`src/flash_host_pkg.sv`:
```
`default_nettype none
package flash_host_pkg;
  // --------------------------------------------------------------------------
  // pin widths
  // --------------------------------------------------------------------------
  localparam int ADDR_W = 20;
  localparam int DATA_W = 8;
  localparam int SECTOR_BITS = 4;             // top address bits pick a 64 KB sector
  localparam int SECTOR_LSB = ADDR_W - SECTOR_BITS;

  // --------------------------------------------------------------------------
  // timing in ns and derived cycle counts at 100 MHz
  // --------------------------------------------------------------------------
  localparam int CLK_PERIOD_NS = 10;
  localparam int SELECT_ACCESS_TIME_NS = 150;             // slowest speed grade
  localparam int MIN_RESET_PULSE_WIDTH_NS = 500;
  localparam int RESET_RELEASE_TO_READ_DELAY_NS = 50;
  localparam int WRITE_PULSE_NS = 50;
  localparam int WRITE_HIGH_NS = 20;
  localparam int SELECT_ACCESS_CYC = (SELECT_ACCESS_TIME_NS + CLK_PERIOD_NS - 1) / CLK_PERIOD_NS;
  localparam int RESET_PULSE_CYC = (MIN_RESET_PULSE_WIDTH_NS + CLK_PERIOD_NS - 1) / CLK_PERIOD_NS;
  localparam int RESET_RECOVER_CYC = (RESET_RELEASE_TO_READ_DELAY_NS + CLK_PERIOD_NS - 1) / CLK_PERIOD_NS;
  localparam int WRITE_PULSE_CYC = (WRITE_PULSE_NS + CLK_PERIOD_NS - 1) / CLK_PERIOD_NS;
  localparam int WRITE_HIGH_CYC = (WRITE_HIGH_NS + CLK_PERIOD_NS - 1) / CLK_PERIOD_NS;
  localparam int CNT_W = 8;
  localparam int SYNC_STAGES = 2;             // two-flop pin synchroniser delay

  // --------------------------------------------------------------------------
  // sequencer states
  // --------------------------------------------------------------------------
  typedef enum logic [2:0] {
    ST_IDLE, ST_READ, ST_WRITE, ST_WRITE_HOLD, ST_RESET, ST_RECOVER
  } host_state_t;
endpackage
`default_nettype wire

```
`src/cycle_timer_if.sv`:
```
`timescale 1ns/1ns
`default_nettype none
// load/expire pair between the sequencer and its delay counter
interface cycle_timer_if;
  import flash_host_pkg::*;
  logic             load;
  logic [CNT_W-1:0] count;
  logic             done;
  modport ctrl  (output load, output count, input done);
  modport timer (input load, input count, output done);
endinterface
`default_nettype wire

```
`src/cycle_timer.sv`:
```
`timescale 1ns/1ns
`default_nettype none
module cycle_timer
  import flash_host_pkg::*;
(
  // clock and reset
  input  wire logic  clk,
  input  wire logic  arst_n,
  // control
  cycle_timer_if.timer tmr
);
  logic [CNT_W-1:0] cnt_reg;
  logic [CNT_W-1:0] cnt_next;

  // --------------------------------------------------------------------------
  // down counter, done when it reaches zero
  // --------------------------------------------------------------------------
  always_comb begin
    if (tmr.load) begin
      cnt_next = tmr.count;
    end else if (cnt_reg != '0) begin
      cnt_next = cnt_reg - 8'h01;
    end else begin
      cnt_next = cnt_reg;
    end
  end

  always_ff @(posedge clk or negedge arst_n) begin
    if (!arst_n) begin
      cnt_reg <= '0;
    end else begin
      cnt_reg <= cnt_next;
    end
  end

  // done must not look at load: the sequencer reloads on done, which would loop
  assign tmr.done = (cnt_reg == '0);
endmodule
`default_nettype wire

```
`src/flash_host.sv`:
```
`timescale 1ns/1ns
`default_nettype none
// What this block does
// - read: select and output enable low, reset high
// - write strobe stays high during reads
// - write: strobe and select low, output enable high
// - wait select access time after standby
// - hold reset low minimum pulse width
// - return to idle after reset; an interrupted operation is not restarted
// - wait reset-to-read delay before reading
module flash_host
  import flash_host_pkg::*;
(
  // clock and reset
  input  wire logic              clk,
  input  wire logic              arst_n,
  // user request
  input  wire logic              req_valid,
  output logic                   req_ready,
  input  wire logic              req_write,
  input  wire logic [ADDR_W-1:0] req_addr,
  input  wire logic [DATA_W-1:0] req_wdata,
  input  wire logic              reset_req,
  // user answer
  output logic                   rsp_valid,
  output logic [DATA_W-1:0]      rsp_rdata,
  output logic                   dev_busy,
  output logic [SECTOR_BITS-1:0] rsp_sector,
  // flash pins
  output logic                   chip_sel_n,
  output logic                   out_en_n,
  output logic                   wr_en_n,
  output logic                   reset_n,
  output logic [ADDR_W-1:0]      addr_in,
  input  wire logic [DATA_W-1:0] data_in,
  output logic [DATA_W-1:0]      data_out,
  output logic                   data_oe,
  input  wire logic              ready_busy_n
);
  host_state_t       state_reg, state_next;
  logic              ce_reg, ce_next;
  logic              oe_reg, oe_next;
  logic              we_reg, we_next;
  logic              rst_reg, rst_next;
  logic              doe_reg, doe_next;
  logic [ADDR_W-1:0] addr_reg, addr_next;
  logic [DATA_W-1:0] wd_reg, wd_next;
  logic [DATA_W-1:0] rd_reg, rd_next;
  logic              rv_reg, rv_next;
  logic [DATA_W-1:0] dq_s1_reg, dq_s2_reg;
  logic              rb_s1_reg, rb_s2_reg;
  cycle_timer_if     tmr ();

  cycle_timer u_timer (
    .clk    (clk),
    .arst_n (arst_n),
    .tmr    (tmr)
  );

  // --------------------------------------------------------------------------
  // pin synchronisers; data path sampled only after access time has elapsed
  // --------------------------------------------------------------------------
  always_ff @(posedge clk or negedge arst_n) begin
    if (!arst_n) begin
      dq_s1_reg <= '0;
      dq_s2_reg <= '0;
      rb_s1_reg <= 1'b1;
      rb_s2_reg <= 1'b1;
    end else begin
      dq_s1_reg <= data_in;
      dq_s2_reg <= dq_s1_reg;
      rb_s1_reg <= ready_busy_n;
      rb_s2_reg <= rb_s1_reg;
    end
  end

  // --------------------------------------------------------------------------
  // bus sequencer: one request at a time, pins from flops
  // --------------------------------------------------------------------------
  always_comb begin
    state_next = state_reg;
    ce_next    = ce_reg;
    oe_next    = oe_reg;
    we_next    = we_reg;
    rst_next   = rst_reg;
    doe_next   = doe_reg;
    addr_next  = addr_reg;
    wd_next    = wd_reg;
    rd_next    = rd_reg;
    rv_next    = 1'b0;
    tmr.load   = 1'b0;
    tmr.count  = '0;
    case (state_reg)
      ST_IDLE: begin
        ce_next  = 1'b1;  // deselected between cycles is standby
        oe_next  = 1'b1;
        we_next  = 1'b1;
        doe_next = 1'b0;
        if (reset_req) begin
          rst_next   = 1'b0;
          tmr.load   = 1'b1;
          tmr.count  = CNT_W'(RESET_PULSE_CYC);
          state_next = ST_RESET;
        end else if (req_valid) begin
          addr_next = req_addr;
          ce_next   = 1'b0;
          tmr.load  = 1'b1;
          if (req_write) begin
            wd_next    = req_wdata;  // commands go out as plain bus writes
            we_next    = 1'b0;
            doe_next   = 1'b1;  // host drives only with output enable high
            tmr.count  = CNT_W'(WRITE_PULSE_CYC);
            state_next = ST_WRITE;
          end else begin
            oe_next    = 1'b0;  // write strobe left high
            tmr.count  = CNT_W'(SELECT_ACCESS_CYC + SYNC_STAGES);  // plus sync stages
            state_next = ST_READ;  // plain read, no command needed first
          end
        end
      end
      ST_READ: begin
        if (tmr.done) begin
          rd_next    = dq_s2_reg;  // array, id or status byte
          rv_next    = 1'b1;
          ce_next    = 1'b1;
          oe_next    = 1'b1;
          state_next = ST_IDLE;
        end
      end
      ST_WRITE: begin
        if (tmr.done) begin
          we_next    = 1'b1;  // strobe rises first, latching addr/data
          tmr.load   = 1'b1;
          tmr.count  = CNT_W'(WRITE_HIGH_CYC);
          state_next = ST_WRITE_HOLD;
        end
      end
      ST_WRITE_HOLD: begin
        ce_next = 1'b1;  // deselect is safe while busy
        if (tmr.done) begin
          doe_next   = 1'b0;
          rv_next    = 1'b1;
          state_next = ST_IDLE;
        end
      end
      ST_RESET: begin
        if (tmr.done && !reset_req) begin
          rst_next   = 1'b1;
          tmr.load   = 1'b1;
          tmr.count  = CNT_W'(RESET_RECOVER_CYC);
          state_next = ST_RECOVER;
        end
      end
      ST_RECOVER: begin
        // hold off until internal reset finishes and busy clears
        if (tmr.done && rb_s2_reg) begin
          state_next = ST_IDLE;
        end
      end
      default: begin
        state_next = ST_IDLE;
      end
    endcase
  end

  always_ff @(posedge clk or negedge arst_n) begin
    if (!arst_n) begin
      state_reg <= ST_IDLE;
      ce_reg    <= 1'b1;
      oe_reg    <= 1'b1;
      we_reg    <= 1'b1;
      rst_reg   <= 1'b1;
      doe_reg   <= 1'b0;
      addr_reg  <= '0;
      wd_reg    <= '0;
      rd_reg    <= '0;
      rv_reg    <= 1'b0;
    end else begin
      state_reg <= state_next;
      ce_reg    <= ce_next;
      oe_reg    <= oe_next;
      we_reg    <= we_next;
      rst_reg   <= rst_next;
      doe_reg   <= doe_next;
      addr_reg  <= addr_next;
      wd_reg    <= wd_next;
      rd_reg    <= rd_next;
      rv_reg    <= rv_next;
    end
  end

  // --------------------------------------------------------------------------
  // outputs
  // --------------------------------------------------------------------------
  assign req_ready  = (state_reg == ST_IDLE) && !reset_req;
  assign rsp_valid  = rv_reg;
  assign rsp_rdata  = rd_reg;
  assign dev_busy   = !rb_s2_reg;
  assign rsp_sector = addr_reg[ADDR_W-1:SECTOR_LSB];
  assign chip_sel_n = ce_reg;
  assign out_en_n   = oe_reg;
  assign wr_en_n    = we_reg;
  assign reset_n    = rst_reg;
  assign addr_in    = addr_reg;
  assign data_out   = wd_reg;
  assign data_oe    = doe_reg;  // never while output enable low
endmodule
`default_nettype wire

```
`config.mk`:
```
export PLATFORM = sky130hd
export DESIGN_NAME = flash_host
export DESIGN_NICKNAME = d
export VERILOG_FILES = /design/src/flash_host_pkg.sv /design/src/cycle_timer_if.sv /design/src/cycle_timer.sv /design/src/flash_host.sv
export SDC_FILE = /design/constraint.sdc
export NUM_CORES = 1
export LEC_CHECK = 0
export ABC_AREA = 1
export BUFFER_PORTS_ARGS = -buffer_cell sky130_fd_sc_hd__buf_2
export CORE_UTILIZATION = 45
export DETAILED_ROUTE_END_ITERATION = 7
export HOLD_SLACK_MARGIN = 0.03
export PLACE_DENSITY = 0.78
export SKIP_LAST_GASP = 1
export SLEW_MARGIN = 20
export SYNTH_ARGS = -nofsm -noshare
export SYNTH_HDL_FRONTEND = slang
export SYNTH_SLANG_ARGS = --single-unit
```
`constraint.sdc`:
```
create_clock -name clk -period 1.4 [get_ports clk]
set_input_delay 0.07 -clock clk [delete_from_list [all_inputs] [get_ports clk]]
set_output_delay 0.07 -clock clk [all_outputs]
set_load 0.02 [all_outputs]
```
==> Word-level counts from Yosys, hierarchy flattened <==
Cells that the tools add are included.
{ "op_classes": {"n_addsub": 1, "n_mul": 0, "div": 0, "order_cmp": 0, "n_eq_ne": 13, "shifts": 0, "mux": 41, "n_bitwise": 1, "n_reduce_logical": 24} }
{ "op_table": {"columns": ["op", "count"], "rows": [
  ["$mux 3", 7],
  ["$mux 1", 19],
  ["$pmux 6 s3", 1],
  ["$mux 8", 2],
  ["$pmux 3 s5", 1],
  ["$ne 2x2->1 const B", 6],
  ["$mux 5", 2],
  ["$reduce_and 2->1", 5],
  ["$reduce_bool 2->1", 5],
  ["$logic_not 8->1", 1],
  ["$pmux 1 s2", 4],
  ["$reduce_bool 8->1", 1],
  ["$sub 8x1->8 const B", 1],
  ["$eq 3x2->1 const B", 2],
  ["$eq 3x3->1 const B", 2],
  ["$mux 6", 1],
  ["$pmux 1 s3", 2],
  ["$reduce_and 3->1", 2],
  ["$reduce_and 5->1", 1],
  ["$mux 2", 2],
  ["$reduce_and 4->1", 1],
  ["$eq 3x1->1 const B", 1],
  ["$logic_and 1x1->1", 3],
  ["$logic_not 3->1", 1],
  ["other kinds (6)", 7]
]} }
{ "word_totals": {"register_bits": 71, "latchBits": 0, "ram_bits": 0, "rom_bits": 0, "inputBits": 42, "output_inout_bits": 48, "word_cells": 95, "memories": 0} }

==> Longest topological paths before layout <==
{ "depth": {"depth_word": 5, "ltp_mapped": 10} }

==> Cells and area by module <==
From an unflattened synthesis, not the netlist that was laid out.
{ "unflattened": {"hier_cells": 328, "area_unflattened_um2": 3012.9} }
{ "modules_own_cells": {"columns": ["module", "n_inst", "cells_each", "area_each_um2", "seq_area_each_um2"], "rows": [
  ["flash_host", 1, 257, 2499.9, 1584.0],
  ["cycle_timer", 1, 71, 513.0, 200.2]
]} }

==> Least setup slack after synthesis <==
No wires, ideal clock.
{ "synth_path": {"path_type": "flip-flop to flip-flop", "startpoint": "register u_timer.cnt_reg[0]", "endpoint": "register u_timer.cnt_reg[4]", "setup_time_ns": 0.119, "t_arrival_ns": 1.308, "setup_slack_ns": -0.027, "stages_incl_launch_ff": 10, "period_less_slack_ns": 1.427, "path_cell_list": "dfrtp_1 inv_1 ha_1 nand2_4 nor2_8 nand2_1 nand3_4 nand2_1 nand2_1 nor2_2"} }
{ "synth_between": {"elab_chain_cells": 5, "word_cells_on_any_way": 10, "classes_between": "add/sub (1); mux (5); reduce/logical (4)"} }
{ "synth_lines": {"columns": ["item", "line", "source"], "rows": [
  ["from (decl)", "cycle_timer.sv:12", "logic [CNT_W-1:0] cnt_reg;"],
  ["from (signal assigned)", "cycle_timer.sv:32", "cnt_reg <= cnt_next;"],
  ["branches (longest 5 deep; another with $sub 8x1->8)", null, null]
]} }
Several ways; the timed one is not identified. The select of a mux whose other input is x is not followed.
A chain may end at the register's enable or synchronous reset.

==> Worst setup path in the final report <==
{ "layout_path": {"startpoint": "register u_timer.cnt_reg[0]", "endpoint": "register rd_reg[7], in the netlist rsp_rdata[7]"} }
{ "layout_between": {"elab_chain_cells": 2} }
{ "layout_lines": {"columns": ["item", "line", "source"], "rows": [
  ["$logic_not 8->1", "cycle_timer.sv:37", "assign tmr.done = (cnt_reg == '0);"],
  ["$reduce_and 2->1 (no source line)", null, null],
  ["to (signal assigned)", "flash_host.sv:187", "rd_reg <= rd_next;"],
  ["to (decl)", "flash_host.sv:48", "logic [DATA_W-1:0] rd_reg, rd_next;"]
]} }
No other way between the ends.

==> results.txt <==
The worst path uses 100% of the clock period. The number of antenna violations at the first check in global routing is 0. Clock insertion delay at the later pin of the skew report: 340 ps. Data on the critical path arrives at its endpoint at 1690 ps. The run gives 4400 µm as the half-perimeter wire length after detailed placement. The reported leakage power was 2.47 nW; the top fanout value on the critical path was 5. In the layout the commonest cells are sky130_fd_sc_hd__nand2_1, sky130_fd_sc_hd__buf_2, sky130_fd_sc_hd__dfrtp_1. The areal power density over the cells works out to 1970 nW/µm². After technology mapping, the gate count stands at 318. Buffers inserted during clock tree synthesis total 9.

The post-synthesis average cell area works out to 9.32 µm². Level count of the clock H-tree: 3. For this run, asynchronously set or reset flops after synthesis account for 100%. Class of the worst hold path: input port to flop. The number of flip-flops under the largest register name works out to 20. For the worst setup path, the data required time is 1680 ps. For the total global-route track usage, the log shows 22.1%. Area enclosed by the die boundary: 6910 µm². By area the synthesized netlist is led by sky130_fd_sc_hd__dfrtp_1, sky130_fd_sc_hd__nand2_1, sky130_fd_sc_hd__dfstp_2.

The number of DRC markers after the initial detailed-route iteration was 122. The run gives 75.7% as the normalized max-slew margin. Setup repair after global routing could not meet its margin everywhere.

Maximum vdd drop: 0.00137 V. The placer congestion estimate was 0.855. The synthesized design spends more area on one cell type than any other, namely sky130_fd_sc_hd__dfrtp_1. In the final layout, the multi-input gates occupy 1160 µm². When the netlist entered floorplanning its net count stood at 362.

The run gives 60.2% as the sequential fraction of the synthesis area. The tools report the count of fill cells added during filler insertion as 457. The number of global-route vias before repair came out at 2,701. In this run the cell area of the synthesized design comes to 2960 µm². The starting density of the core came out at 46.7%. The final reports fail on setup timing.

The signal on the critical path passes through inv_2 -> ha_4 -> nand2_8 -> inv_4 -> nand2_4 -> nor2_4 -> buf_4 -> nand3_1 -> nand2_1. The worst-path cell with the longest stage delay is sky130_fd_sc_hd__dfrtp_1. The final layout contains 522 nets. The detail route stage leaves a number of antenna-violating nets equal to 0. The post-route setup TNS was -1.90 ps; the first-pass GRT wire length was 12,000 µm.

The critical path is of the flop to flop type. The most common library cell in the layout ignoring fill and taps is sky130_fd_sc_hd__nand2_1. Counting distinct cell types in the post-synthesis netlist gives 32.

Before antenna repair, the detailed router went through 5 iterations. The clock-pin slew of the registers on the worst-case setup and hold paths was 80 ps. The final hold violation count is 0.

Entering global routing, the biggest net connects 72 pins. The average via count per standard cell is 4.82. Endpoint class of the critical path: a flop. On the critical path the largest part of the delay comes from simple AND/OR/NAND/NOR gates.

The logs give 7.72 ps for the clock skew and 1 for the final setup violation count. The run gives -1.90 ps as the least setup slack across all paths after layout. For this run, the leading register cell type out of synthesis is sky130_fd_sc_hd__dfrtp_1. The post-synthesis register bit count is 71. Hold is met by 82.9 ps. The floorplan has 29 rows. The largest single stage delay on the critical path is 390 ps.

The synthesized design devotes to its leading area cell type 54.9% of total area. The tools report the post-detailed-routing wire length as 7350 µm. For the finished layout, the period the worst path requires is 1400 ps. The finished cells cover 4500 µm². The number of input and output port buffers inserted works out to 89.

After detailed placement, the total cell area comes to 3620 µm². Sort of element at the start of the critical path: a flop. Compared with the post-synthesis result, the final layout area differs by 51.8%. The detailed router placed 2,698 vias in this run. During synthesis, Yosys emitted a total of 0 warnings. Max-cap check violation count: 0.

In the final routed layout, each cell accounts on average for 13.1 µm. The number of enable flip-flop cells after synthesis is 0, and the final-report max-slew violation count is 0. TritonCTS built the clock tree.

The antenna diode count is 0. Die outline width: 83.1 µm. The number of buffers on the longest clock path was 2. The highest clock frequency the design can meet is 0.713 GHz, and the pre-CTS worst setup slack is -68.7 ps. Registers take 1790 µm². The slew of the pin with the lowest slew margin was 365 ps; the height of the die was 83.1 µm. The clock drives 71 sinks.

Final global-route overflow total: 0. Fraction of final layout cells sized beyond drive strength 1: 40.2%. For this run, design rule violations remaining after detail routing come to 0. Measured on the finished design, the core utilization comes to 70.8%. The run finished, with violations left. Counting both buffers and inverters, the worst setup path holds a total of 3. The logs give 90 for the I/O pin total and 6350 µm² for the area of the core. In this run the clock root is driven by a sky130_fd_sc_hd__clkbuf_8.
## worst min-delay path, delay by kind of cell
family / cells / cell delay [ps]
buffers and inverters: 1 / 140
AO/OA/AOI/OAI: 2 / 170
## logic make-up after synthesis
| family | count (synthesis) | synth area share [%] |
|---|---|---|
| compound gates | 19 | 3.67 |
| xor+xnor | 4 | 1.18 |
| buf+inv | 33 | 5.36 |
| simple gates | 189 | 28.7 |
| flops | 71 | 60.2 |
| fa+ha+maj | 2 | 0.844 |
## stage by stage
step / power [mW] / cells
final: 8.86 / 560
after global routing: 9.41 / 560
after CTS: 8.73 / 556
after detailed placement: 6.37 / 494
after global placement: 6.25 / 494
after floorplan: 5.26 / 318
## Yosys cell counts (2+ instances only)
library cell,instances
sky130_fd_sc_hd__a21oi_1,6
sky130_fd_sc_hd__a21oi_2,2
sky130_fd_sc_hd__buf_2,4
sky130_fd_sc_hd__buf_4,5
sky130_fd_sc_hd__dfrtp_1,65
sky130_fd_sc_hd__dfstp_2,6
sky130_fd_sc_hd__ha_1,2
sky130_fd_sc_hd__inv_1,13
sky130_fd_sc_hd__inv_2,7
sky130_fd_sc_hd__nand2_1,131
sky130_fd_sc_hd__nand2_2,2
sky130_fd_sc_hd__nand2_4,3
sky130_fd_sc_hd__nand3_1,18
sky130_fd_sc_hd__nand3_4,2
sky130_fd_sc_hd__nor2_1,17
sky130_fd_sc_hd__nor2_2,7
sky130_fd_sc_hd__nor2_4,2
sky130_fd_sc_hd__nor3_1,3
sky130_fd_sc_hd__o21ai_0,6
sky130_fd_sc_hd__o21ai_1,3
sky130_fd_sc_hd__xor2_1,3
## power breakdown
group | switching (mW) | internal [mW]
sequential | 0.413 | 2.75
combinational | 2.24 | 1.44
clock | 0.811 | 1.21
## cell type report
cell class	count	share of cell area (%)
Multi-Input combinational cell	216	25.9
Clock inverter	7	2.84
Tap cell	77	2.14
Inverter	22	2.03
Timing Repair Buffer	158	24.7
Sequential cell	71	39.7
Clock buffer	9	2.75
## layer usage
layer	up-vias	routed length (µm)	global-route usage, %	share of wire, %
met5	-	0	0	0
met4	0	126	10.3	1.7
met3	12	334	4.87	4.5
met2	97	4040	40.3	55
met1	1277	2850	24.4	39
li1	1312	-	-	-
## what timing repair did
item                                    in CTS  in global routing
hold buffers                                38                  0
endpoints found under the hold margin      102                  0
cloned                                       2                  1
gates resized for setup                     15                 27
endpoints found under the setup margin      17                 48
setup buffers                                6                  3
pin swaps                                    5                 12
## path summary, 6_finish.rpt
check | startpoint | endpoint | slack [ps] | cells past startpoint
worst min-delay path | reset_req | state_reg[2] | 80 | 3
worst max-delay path | u_timer.cnt_reg[0] | rsp_rdata[7] | -2 | 9
min in group asynchronous | arst_n | data_out[5] | 270 | 3
worst max register to register | u_timer.cnt_reg[0] | rsp_rdata[7] | -2 | 9
max in group asynchronous | arst_n | reset_n | 780 | 3
worst min register to register | dq_s1_reg[4] | dq_s2_reg[4] | 350 | 0
No activity file was read; power rests on OpenSTA's default activity.
